File: src/ptp_dds_pkg.sv
package ptp_dds_pkg;

    // register byte offsets
    localparam logic [15:0] OFS_CONTROL      = 16'h1100;
    localparam logic [15:0] OFS_ID_LOW       = 16'h1104;
    localparam logic [15:0] OFS_ID_HIGH      = 16'h1108;
    localparam logic [15:0] OFS_DOMAIN_RANK  = 16'h110c;
    localparam logic [15:0] OFS_QUALITY      = 16'h1110;
    localparam logic [15:0] OFS_SHORT_ID     = 16'h1114;
    localparam logic [15:0] OFS_TIME_ERROR   = 16'h1118;
    localparam logic [15:0] OFS_PORT_COUNT   = 16'h111c;

    // control register field positions
    localparam int BIT_READ_DONE       = 31;
    localparam int BIT_READ            = 30;
    localparam int VALID_W             = 7;
    localparam int BIT_IDENTITY_VALID  = 0;
    localparam int BIT_DOMAIN_VALID    = 1;
    localparam int BIT_QUALITY_VALID   = 2;
    localparam int BIT_FIRST_VALID     = 3;
    localparam int BIT_SECOND_VALID    = 4;
    localparam int BIT_SHORT_ID_VALID  = 5;
    localparam int BIT_TIME_ERR_VALID  = 6;

    // domain and priority field positions
    localparam int POS_DOMAIN = 0;
    localparam int POS_SECOND = 16;
    localparam int POS_FIRST  = 24;

    // reset values
    localparam logic [31:0] RST_ZERO       = 32'h0000_0000;
    localparam logic [15:0] RST_PORT_COUNT = 16'h0001;

    // running profile codes
    localparam logic [1:0] PROF_DEFAULT = 2'h0;
    localparam logic [1:0] PROF_POWER   = 2'h1;
    localparam logic [1:0] PROF_UTILITY = 2'h2;
    localparam logic [1:0] PROF_TSN     = 2'h3;

    // snapshot sequencer states, one-hot
    typedef enum logic [1:0] {
        SNAP_IDLE = 2'b01,
        SNAP_COPY = 2'b10
    } snap_e;

endpackage

File: src/ptp_default_dataset_regs.sv
`timescale 1ns/1ps

// Functional notes
// RULE_01 - software sets the snapshot flag; the device clears it, copies the live dataset into the readable fields and then sets the read-only done flag.
// RULE_02 - software sets a field's valid flag after writing it; the device takes the value into use and clears the flag itself.
// RULE_03 - valid flags sit at bit 0 identity, 1 domain, 2 quality, 3 first rank, 4 second rank, 5 short identity, 6 time error; bits 29:7 read zero.
// RULE_04 - the eight identity bytes sit in two words, bytes 0-3 then 4-7, byte 0 of each word in bits 7:0.
// RULE_05 - identity bytes 0 to 2 form the first three MAC bytes, least significant byte sent first.
// RULE_06 - identity bytes 5 to 7 form the last three MAC bytes, least significant byte first.
// RULE_07 - software deriving the identity from a MAC should write byte 3 as ff and byte 4 as fe.
// RULE_08 - one domain is supported; domain in bits 7:0, second rank in 23:16, first rank in 31:24.
// RULE_09 - class, accuracy and variance load with the profile defaults and may be overwritten later.
// RULE_10 - the short master identity acts only under the power profile and its bits 31:16 read zero.
// RULE_11 - the master time error acts only under the power profile.
// RULE_12 - the port count reads one always, resets to one, and bits 31:16 read zero.
// RULE_13 - a two-bit profile code selects default, power, utility or tsn and a change reloads clock defaults.
// RULE_14 - software changes configuration only while the core is disabled.
// RULE_15 - writes to reserved or read-only bits are ignored and reserved bits read zero.
module ptp_default_dataset_regs #(
    parameter int          ADDR_W          = 16,
    parameter logic [31:0] QUALITY_DEFAULT = 32'h1111_1111,
    parameter logic [31:0] QUALITY_POWER   = 32'h2222_2222,
    parameter logic [31:0] QUALITY_UTILITY = 32'h3333_3333,
    parameter logic [31:0] QUALITY_TSN     = 32'h4444_4444
) (
    // clock and reset
    input  wire logic              mclk_i,
    input  wire logic              rst_i,
    // register port
    input  wire logic [ADDR_W-1:0] reg_addr_i,
    input  wire logic              reg_wr_i,
    input  wire logic              reg_rd_i,
    input  wire logic [31:0]       reg_wdata_i,
    output logic      [31:0]       reg_rdata_o,
    output logic                   reg_ack_o,
    // profile code from the configuration block
    input  wire logic [1:0]        profile_i,
    // live dataset from the protocol engine
    input  wire logic [63:0]       live_identity_i,
    input  wire logic [7:0]        live_domain_i,
    input  wire logic [7:0]        live_first_rank_i,
    input  wire logic [7:0]        live_second_rank_i,
    input  wire logic [31:0]       live_quality_i,
    input  wire logic [15:0]       live_short_id_i,
    input  wire logic [31:0]       live_time_error_i,
    // dataset in use by the protocol engine
    output logic      [63:0]       node_identity_o,
    output logic      [47:0]       mac_address_o,
    output logic      [7:0]        sync_domain_number_o,
    output logic      [7:0]        first_selection_rank_o,
    output logic      [7:0]        second_selection_rank_o,
    output logic      [31:0]       quality_o,
    output logic      [15:0]       master_short_identity_o,
    output logic      [31:0]       master_time_error_o
);

    if (ADDR_W < 13 || ADDR_W > 16) begin : g_chk
        $error("ADDR_W must lie between 13 and 16");
    end

    typedef struct packed {
        ptp_dds_pkg::snap_e                 snap;
        logic                               done;
        logic                               read_req;
        logic [ptp_dds_pkg::VALID_W-1:0]    valid;
        logic [63:0]                        id_sh;
        logic [7:0]                         dom_sh;
        logic [7:0]                         first_sh;
        logic [7:0]                         second_sh;
        logic [31:0]                        q_sh;
        logic [15:0]                        gid_sh;
        logic [31:0]                        gte_sh;
        logic [15:0]                        gid_act;
        logic [31:0]                        gte_act;
        logic [63:0]                        id_o;
        logic [47:0]                        mac_o;
        logic [7:0]                         dom_o;
        logic [7:0]                         first_o;
        logic [7:0]                         second_o;
        logic [31:0]                        q_o;
        logic [15:0]                        gid_o;
        logic [31:0]                        gte_o;
        logic [31:0]                        rdata;
        logic                               ack;
    } regs_s;

    regs_s       r, n;
    logic [1:0]  prof;
    logic        prof_load;
    logic [31:0] prof_quality;
    logic [15:0] a;

    ptp_profile_quality #(
        .QUALITY_DEFAULT (QUALITY_DEFAULT),
        .QUALITY_POWER   (QUALITY_POWER),
        .QUALITY_UTILITY (QUALITY_UTILITY),
        .QUALITY_TSN     (QUALITY_TSN)
    ) u_profile (
        .mclk_i    (mclk_i),
        .rst_i     (rst_i),
        .profile_i (profile_i),
        .profile_o (prof),
        .load_o    (prof_load),
        .quality_o (prof_quality)
    );

    // narrow or full address is compared as a 16-bit byte address
    assign a = 16'(reg_addr_i);

    always_comb begin
        n     = r;
        n.ack = reg_rd_i;
        // taking fields into use: hardware clears each flag it served
        if (r.valid[ptp_dds_pkg::BIT_IDENTITY_VALID]) begin
            n.id_o  = r.id_sh; // RULE_02
            n.mac_o = {r.id_sh[7:0], r.id_sh[15:8], r.id_sh[23:16],
                       r.id_sh[47:40], r.id_sh[55:48],
                       r.id_sh[63:56]}; // RULE_05 RULE_06
        end
        if (r.valid[ptp_dds_pkg::BIT_DOMAIN_VALID]) begin
            n.dom_o = r.dom_sh;
        end
        if (r.valid[ptp_dds_pkg::BIT_QUALITY_VALID]) begin
            n.q_o = r.q_sh;
        end
        if (r.valid[ptp_dds_pkg::BIT_FIRST_VALID]) begin
            n.first_o = r.first_sh;
        end
        if (r.valid[ptp_dds_pkg::BIT_SECOND_VALID]) begin
            n.second_o = r.second_sh;
        end
        if (r.valid[ptp_dds_pkg::BIT_SHORT_ID_VALID]) begin
            n.gid_act = r.gid_sh;
        end
        if (r.valid[ptp_dds_pkg::BIT_TIME_ERR_VALID]) begin
            n.gte_act = r.gte_sh;
        end
        n.valid = '0; // RULE_02
        // profile change reloads the quality word in both copies
        if (prof_load) begin
            n.q_sh = prof_quality; // RULE_09 RULE_13
            n.q_o  = prof_quality;
        end
        // snapshot sequencer: clear the request, then copy and flag done
        case (r.snap)
            ptp_dds_pkg::SNAP_IDLE: begin
                if (r.read_req) begin
                    n.read_req = 1'b0; // RULE_01
                    n.snap     = ptp_dds_pkg::SNAP_COPY;
                end
            end
            ptp_dds_pkg::SNAP_COPY: begin
                n.id_sh     = live_identity_i; // RULE_01
                n.dom_sh    = live_domain_i;
                n.first_sh  = live_first_rank_i;
                n.second_sh = live_second_rank_i;
                n.q_sh      = live_quality_i;
                n.gid_sh    = live_short_id_i;
                n.gte_sh    = live_time_error_i;
                n.done      = 1'b1;
                n.snap      = ptp_dds_pkg::SNAP_IDLE;
            end
            default: begin
                n.snap = ptp_dds_pkg::SNAP_IDLE;
            end
        endcase
        // software writes come last so a written field overrides any hardware update of it in the same cycle
        if (reg_wr_i) begin
            if (a == ptp_dds_pkg::OFS_CONTROL) begin
                n.valid = reg_wdata_i[ptp_dds_pkg::VALID_W-1:0]; // RULE_03
                if (reg_wdata_i[ptp_dds_pkg::BIT_READ]) begin
                    n.read_req = 1'b1; // RULE_01
                    n.done     = 1'b0;
                end
            end else if (a == ptp_dds_pkg::OFS_ID_LOW) begin
                n.id_sh[31:0] = reg_wdata_i; // RULE_04
            end else if (a == ptp_dds_pkg::OFS_ID_HIGH) begin
                n.id_sh[63:32] = reg_wdata_i; // RULE_04
            end else if (a == ptp_dds_pkg::OFS_DOMAIN_RANK) begin
                n.dom_sh    = reg_wdata_i[ptp_dds_pkg::POS_DOMAIN +: 8];
                n.second_sh = reg_wdata_i[ptp_dds_pkg::POS_SECOND +: 8];
                n.first_sh  = reg_wdata_i[ptp_dds_pkg::POS_FIRST +: 8];
            end else if (a == ptp_dds_pkg::OFS_QUALITY) begin
                n.q_sh = reg_wdata_i; // RULE_09
            end else if (a == ptp_dds_pkg::OFS_SHORT_ID) begin
                n.gid_sh = reg_wdata_i[15:0]; // RULE_15
            end else if (a == ptp_dds_pkg::OFS_TIME_ERROR) begin
                n.gte_sh = reg_wdata_i;
            end
        end
        // power-only fields are withheld under every other profile
        n.gid_o = (prof == ptp_dds_pkg::PROF_POWER) ? n.gid_act : '0; // RULE_10
        n.gte_o = (prof == ptp_dds_pkg::PROF_POWER) ? n.gte_act : '0; // RULE_11
        // read data reflects state before this cycle's write
        n.rdata = ptp_dds_pkg::RST_ZERO;
        if (reg_rd_i) begin
            if (a == ptp_dds_pkg::OFS_CONTROL) begin
                n.rdata[ptp_dds_pkg::BIT_READ_DONE] = r.done;
                n.rdata[ptp_dds_pkg::BIT_READ]      = r.read_req;
                n.rdata[ptp_dds_pkg::VALID_W-1:0]   = r.valid; // RULE_15
            end else if (a == ptp_dds_pkg::OFS_ID_LOW) begin
                n.rdata = r.id_sh[31:0];
            end else if (a == ptp_dds_pkg::OFS_ID_HIGH) begin
                n.rdata = r.id_sh[63:32];
            end else if (a == ptp_dds_pkg::OFS_DOMAIN_RANK) begin
                n.rdata[ptp_dds_pkg::POS_DOMAIN +: 8] = r.dom_sh; // RULE_08
                n.rdata[ptp_dds_pkg::POS_SECOND +: 8] = r.second_sh;
                n.rdata[ptp_dds_pkg::POS_FIRST +: 8]  = r.first_sh;
            end else if (a == ptp_dds_pkg::OFS_QUALITY) begin
                n.rdata = r.q_sh;
            end else if (a == ptp_dds_pkg::OFS_SHORT_ID) begin
                n.rdata[15:0] = r.gid_sh; // RULE_10
            end else if (a == ptp_dds_pkg::OFS_TIME_ERROR) begin
                n.rdata = r.gte_sh; // RULE_11
            end else if (a == ptp_dds_pkg::OFS_PORT_COUNT) begin
                n.rdata[15:0] = ptp_dds_pkg::RST_PORT_COUNT; // RULE_12
            end
        end
    end

    // single state register; port count lives only as a constant
    always_ff @(posedge mclk_i or posedge rst_i) begin
        if (rst_i) begin
            r      <= '0;
            r.snap <= ptp_dds_pkg::SNAP_IDLE;
        end else begin
            r <= n;
        end
    end

    assign reg_rdata_o             = r.rdata;
    assign reg_ack_o               = r.ack;
    assign node_identity_o         = r.id_o;
    assign mac_address_o           = r.mac_o;
    assign sync_domain_number_o    = r.dom_o;
    assign first_selection_rank_o  = r.first_o;
    assign second_selection_rank_o = r.second_o;
    assign quality_o               = r.q_o;
    assign master_short_identity_o = r.gid_o;
    assign master_time_error_o     = r.gte_o;

    logic wr_ctl;
    assign wr_ctl = reg_wr_i && (a == ptp_dds_pkg::OFS_CONTROL);
endmodule // ptp_default_dataset_regs

File: src/ptp_profile_quality.sv
`timescale 1ns/1ps

// holds the running profile and pulses a reload of its clock quality
module ptp_profile_quality #(
    parameter logic [31:0] QUALITY_DEFAULT = 32'h1111_1111,
    parameter logic [31:0] QUALITY_POWER   = 32'h2222_2222,
    parameter logic [31:0] QUALITY_UTILITY = 32'h3333_3333,
    parameter logic [31:0] QUALITY_TSN     = 32'h4444_4444
) (
    // clock and reset
    input  wire logic        mclk_i,
    input  wire logic        rst_i,
    // profile selection
    input  wire logic [1:0]  profile_i,
    // registered profile, reload pulse and quality word
    output logic      [1:0]  profile_o,
    output logic             load_o,
    output logic      [31:0] quality_o
);

    typedef struct packed {
        logic        started;
        logic [1:0]  prof;
        logic        load;
        logic [31:0] quality;
    } pq_s;

    pq_s r, n;

    function automatic logic [31:0] lut(input logic [1:0] p);
        case (p)
            ptp_dds_pkg::PROF_POWER:   lut = QUALITY_POWER;
            ptp_dds_pkg::PROF_UTILITY: lut = QUALITY_UTILITY;
            ptp_dds_pkg::PROF_TSN:     lut = QUALITY_TSN;
            default:                   lut = QUALITY_DEFAULT;
        endcase
    endfunction

    // reload once after reset and on every change of the code
    always_comb begin
        n         = r;
        n.started = 1'b1;
        n.prof    = profile_i;
        n.load    = !r.started || (profile_i != r.prof); // RULE_13
        n.quality = lut(profile_i); // RULE_09
    end

    always_ff @(posedge mclk_i or posedge rst_i) begin
        if (rst_i) begin
            r <= '0;
        end else begin
            r <= n;
        end
    end

    assign profile_o = r.prof;
    assign load_o    = r.load;
    assign quality_o = r.quality;

endmodule // ptp_profile_quality

File: config.mk
export PLATFORM = sky130hd
export DESIGN_NAME = ptp_default_dataset_regs
export DESIGN_NICKNAME = d
export VERILOG_FILES = /design/src/ptp_dds_pkg.sv /design/src/ptp_default_dataset_regs.sv /design/src/ptp_profile_quality.sv
export SDC_FILE = /design/constraint.sdc
export NUM_CORES = 1
export LEC_CHECK = 0
export BUFFER_PORTS_ARGS = -buffer_cell sky130_fd_sc_hd__buf_2
export CORE_MARGIN = 2
export CORE_UTILIZATION = 40
export CTS_CLUSTER_DIAMETER = 120
export CTS_CLUSTER_SIZE = 12
export DETAILED_ROUTE_END_ITERATION = 16
export SYNTH_ARGS = -nofsm -noshare
export SYNTH_HDL_FRONTEND = slang
export SYNTH_SLANG_ARGS = --single-unit
export TNS_END_PERCENT = 50
File: constraint.sdc
create_clock -name mclk_i -period 16.65 [get_ports mclk_i]
set_input_delay 0.8325 -clock mclk_i [delete_from_list [all_inputs] [get_ports mclk_i]]
set_output_delay 0.8325 -clock mclk_i [all_outputs]
set_load 0.02 [all_outputs]
### Yosys cells after proc, flatten, opt, wreduce, memory -nomap -nowiden

Index checks and enable logic that the tools add are counted.

| storage, ports and cells | value |
|---|---|
| bits in registers | 511 |
| bits in latches | 0 |
| RAM bits | 0 |
| ROM bits | 0 |
| input port bits | 222 |
| word-level logic and storage cells | 90 |
| memories kept | 0 |

| cells by class | value |
|---|---|
| add/subtract/negate cells | 0 |
| multipliers | 0 |
| divide/modulo/power cells | 0 |
| $lt $le $gt $ge | 0 |
| eq/ne operators | 16 |
| shifts and indexed selects | 0 |
| mux-type cells | 44 |
| bitwise operators | 0 |
| reductions and logical operators | 3 |

Operators with widths:

| operator | number |
|---|---|
| 2-to-1 mux 32 bit | 15 |
| 2-to-1 mux 168 bit | 2 |
| 2-to-1 mux 104 bit | 2 |
| 2-to-1 mux 177 bit | 1 |
| == test 16 x 13 -> 1 bit (second input constant) | 8 |
| 2-to-1 mux 16 bit | 8 |
| case mux 31 bit (3 select lines) | 1 |
| 2-to-1 mux 80 bit | 1 |
| 2-to-1 mux 48 bit | 1 |
| 2-to-1 mux 24 bit | 1 |
| 2-to-1 mux 23 bit | 1 |
| 2-to-1 mux 8 bit | 2 |
| 2-to-1 mux 9 bit | 1 |
| 2-to-1 mux 2 bit | 4 |
| 2-to-1 mux 7 bit | 1 |
| == test 2 x 1 -> 1 bit (second input constant) | 3 |
| == test 2 bit (second input constant) | 3 |
| 2-to-1 mux 1 bit | 3 |
| inequality test 2 bit | 1 |
| inequality test 2 bit (second input constant) | 1 |
| nonzero test 2 bit | 1 |
| zero test 1 bit | 1 |
| logical OR 1 bit | 1 |

### Logic depth before layout (Yosys ltp)

| depth | value |
|---|---|
| depth after elaboration | 10 |
| mapped depth | 8 |

### Cells and area by module

Synthesis repeated with hierarchy kept, for this count alone.

| unflattened totals | value |
|---|---|
| cell total of the unflattened synthesis | 1906 |
| area total of the unflattened synthesis | 20678.6 sq um |

Modules (own cells, without submodules):

| module | instances | cells each | area an instance (sq um) |
|---|---|---|---|
| ptp_default_dataset_regs | 1 | 1853 | 20163.1 |
| ptp_profile_quality | 1 | 53 | 515.5 |

### Worst setup path after synthesis

OpenSTA, ideal clock, no wires.

| timing path | value |
|---|---|
| path type | input port to flip-flop |
| start point | input port reg_addr_i[9] |
| end point | register r[355] in the netlist's numbering |
| data arrival time | 2611 ps |
| path slack | 13907 ps |
| stages | 8 |
| cells stage by stage | or4b_1 > buf_4 > o41a_1 > and4_1 > buf_2 > buf_2 > nand2_1 > o21ai_1 |

RTL lines:

| item | line | RTL |
|---|---|---|
| from (decl) | ptp_default_dataset_regs.sv:30 | `input wire logic [ADDR_W-1:0] reg_addr_i,` |
| to (signal assigned) | ptp_default_dataset_regs.sv:227 | `r <= n;` |
| to (decl) | ptp_default_dataset_regs.sv:87 | `regs_s r, n;` |

==> reports/qor.yml <==
drv_cap: 0
synth_top_area_cell: "dfrtp_1"
die_area_um2: 53200
relSlewSlack: 0.169
worstReg2RegEnd: "r[457]"
worst_slack_ps: 13070
drive_gt1_frac: 0.344
insertion_delay_ps: 590
grt_max_degree: 157
dr.pass1.iters: 5
synth_flop_cell: "dfrtp_1"
synth_area_um2: 20600
place_ws_ps: 12540
crit_chain: "buf_2 -> or4b_1 -> nor4_4 -> buf_4 -> and2_1 -> nand3_2 -> a21oi_1"
syn_nets: 2095
cts_root_buf: "clkbuf_16"
cpPeakStageDelay_ps: 810
cts_buffers: 42
max_slew.worst_pin.slew_ps: 1240
hold_path_end: "u_profile.load_o"
fp.dieH_um: 231
worstPathRequired_ps: 17120
grt-ovfl-total: 0
cts_hold_buf: 0
synth_top_area_share: 0.528
coreArea_um2: 51100
drt_wl_total_mm: 69.2
finalPower_w: 0.00210
hold_path_depth: 1
power_leakage_nw: 11.5
grt_pass1_vias: 14700
reg2regPathDepth: 5
status: "finished clean"
clkSlewWorstSetupHoldPaths_ps: 60
place.gp.congestion: 0.862
setup_viol: 0
synth_warnings: 0
cts_setup_buffers: 0
avgSynthCellArea_um2: 11.0
yosysUniqueCellTypes: 61
grt.total_usage: 0.257
start_util: 0.402
synth_edf_count: 0
cts_max_level: 2
mostFrequentLayoutCell: "buf_2"
hp-class: "reg -> reg"
rrSetupSlack_ps: 13860
rsz0062_at_grt: "no"
fmax_mhz: 279
async_flop_share: 1.00
crit_path_end_kind: "flip-flop"
syn_inst: 1870
final_cell_mix: "buf_2, dfrtp_1, nor2_1"
die_w_um: 231
synth-seq-cells: 435
routed_via_density: 5.34
n_fill_cell: 4851
period_needed_ps: 3580
critical_path_class: "in -> reg"
power_density_nw_per_um2: 92.3
dpl.hpwl_mm: 49.9
cts_resized: 0
portBuffers: 470
post-route-period-util: 0.215
cp.arrival_ps: 4050
clock-sinks: 435
rows: 83
antenna_found_initial: 14
route.detailed.drc: 0
setup_tns_ps: 0
seq_area_frac_synth: 0.529
slew_violations: 0
ios: 471
wire_per_inst_um: 25.3
vias: 14600
path_max_fanout: 32
syn2layout_area_growth_pct: 10.7
synthTopCellsByArea: "dfrtp_1, buf_4, mux2i_1"
fin_nets: 2258
skew_ps: 30.1
drtAntennaViolNets: 0
cts_tree: "done"
final-hold-violation-count: 0
cpMaxStageDelayCell: "or4b_1"
reg2reg_from: "r[475]"
clock_path_buffers: 3
grt_pass1_wl_mm: 99.7
drt_iter0_drc: 1096
ir_drop_mv: 0.0633
startpoint_type: "primary input"
hp-start: "u_profile.r[35]"
-- Yosys cell counts (all sizes together), types with 19 or more instances --
cell	instances
a21oi	190
a221oi	24
buf	287
clkbuf	81
dfrtp	434
mux2	143
mux2i	169
nand2	75
nor2	193
nor2b	50
nor3	19
o21ai	63
-- through the flow --
step	util	area, µm²	hold slack, ps	instances
after floorplan	-	20600	401	1870
after global placement	0.423	21600	402	2669
after detailed placement	0.423	21600	414	2669
after CTS	0.445	22700	388	2728
after global routing	0.445	22700	402	2732
final	0.446	22800	421	2738
-- critical path, delay by kind of cell --
family                 cells  cell delay (ps)
AND/OR/NAND/NOR            4             2400
buffers and inverters      2              390
AO/OA/AOI/OAI              1              390
-- routing by layer --
layer | vias up | GRT usage | wire [µm]
met1 | 7357 | 0.318 | 27300
met4 | 14 | 0.0917 | 2260
met2 | 606 | 0.453 | 35100
met5 | - | 0 | 96
met3 | 116 | 0.0427 | 4390
li1 | 6537 | - | -
-- registers in the layout, indices dropped and copies added, names as in the netlist --
name                     cells
r                          227
node_identity_o             63
master_time_error_o         32
quality_o                   32
reg_rdata_o                 32
master_short_identity_o     16
first_selection_rank_o       8
second_selection_rank_o      8
sync_domain_number_o         8
u_profile.quality_o          3
u_profile.profile_o          2
mac_address_o                1
reg_ack_o                    1
u_profile.load_o             1
u_profile.r                  1
-- power breakdown --
part	internal, W	switching (W)
Combinational	0.0000423	0.0000939
Clock	0.000461	0.000416
Sequential	0.00107	0.0000136
Total	0.00158	0.000523
-- how the worst max path moves through the flow --
stage                  start                   endpoint  slack (ps)
2_1_floorplan          rst_i  first_selection_rank_o[0]        3700
3_3_place_gp   reg_addr_i[9]                     r[455]       12650
3_5_place_dp   reg_addr_i[9]                     r[450]       12540
4_1_cts        reg_addr_i[9]                     r[440]       13160
5_1_grt        reg_addr_i[9]                     r[433]       12890
6_report       reg_addr_i[9]                     r[453]       13070
-- layout make-up --
cell class / instances / area [µm²] / area share
multi-input cells: 1060 / 7320 / 0.322
clock inverters: 4 / 45.0 / 0.00198
well taps: 680 / 851 / 0.0374
diodes: 10 / 25.0 / 0.00110
repair buffers: 487 / 2490 / 0.109
flip-flops and latches: 435 / 10900 / 0.479
inverters: 7 / 33.8 / 0.00148
clock buffers: 55 / 1100 / 0.0483
-- cells by family after synthesis --
group,synth area share
adder cells (fa/ha/maj),0.00183
XOR/XNOR,0.000852
AO/OA/AOI/OAI,0.0921
buffers and inverters,0.116
AND/OR/NAND/NOR,0.0986
other,0.000182
flip-flops,0.529
multiplexers,0.161
Note: power is estimated with default switching activity, not from simulation.
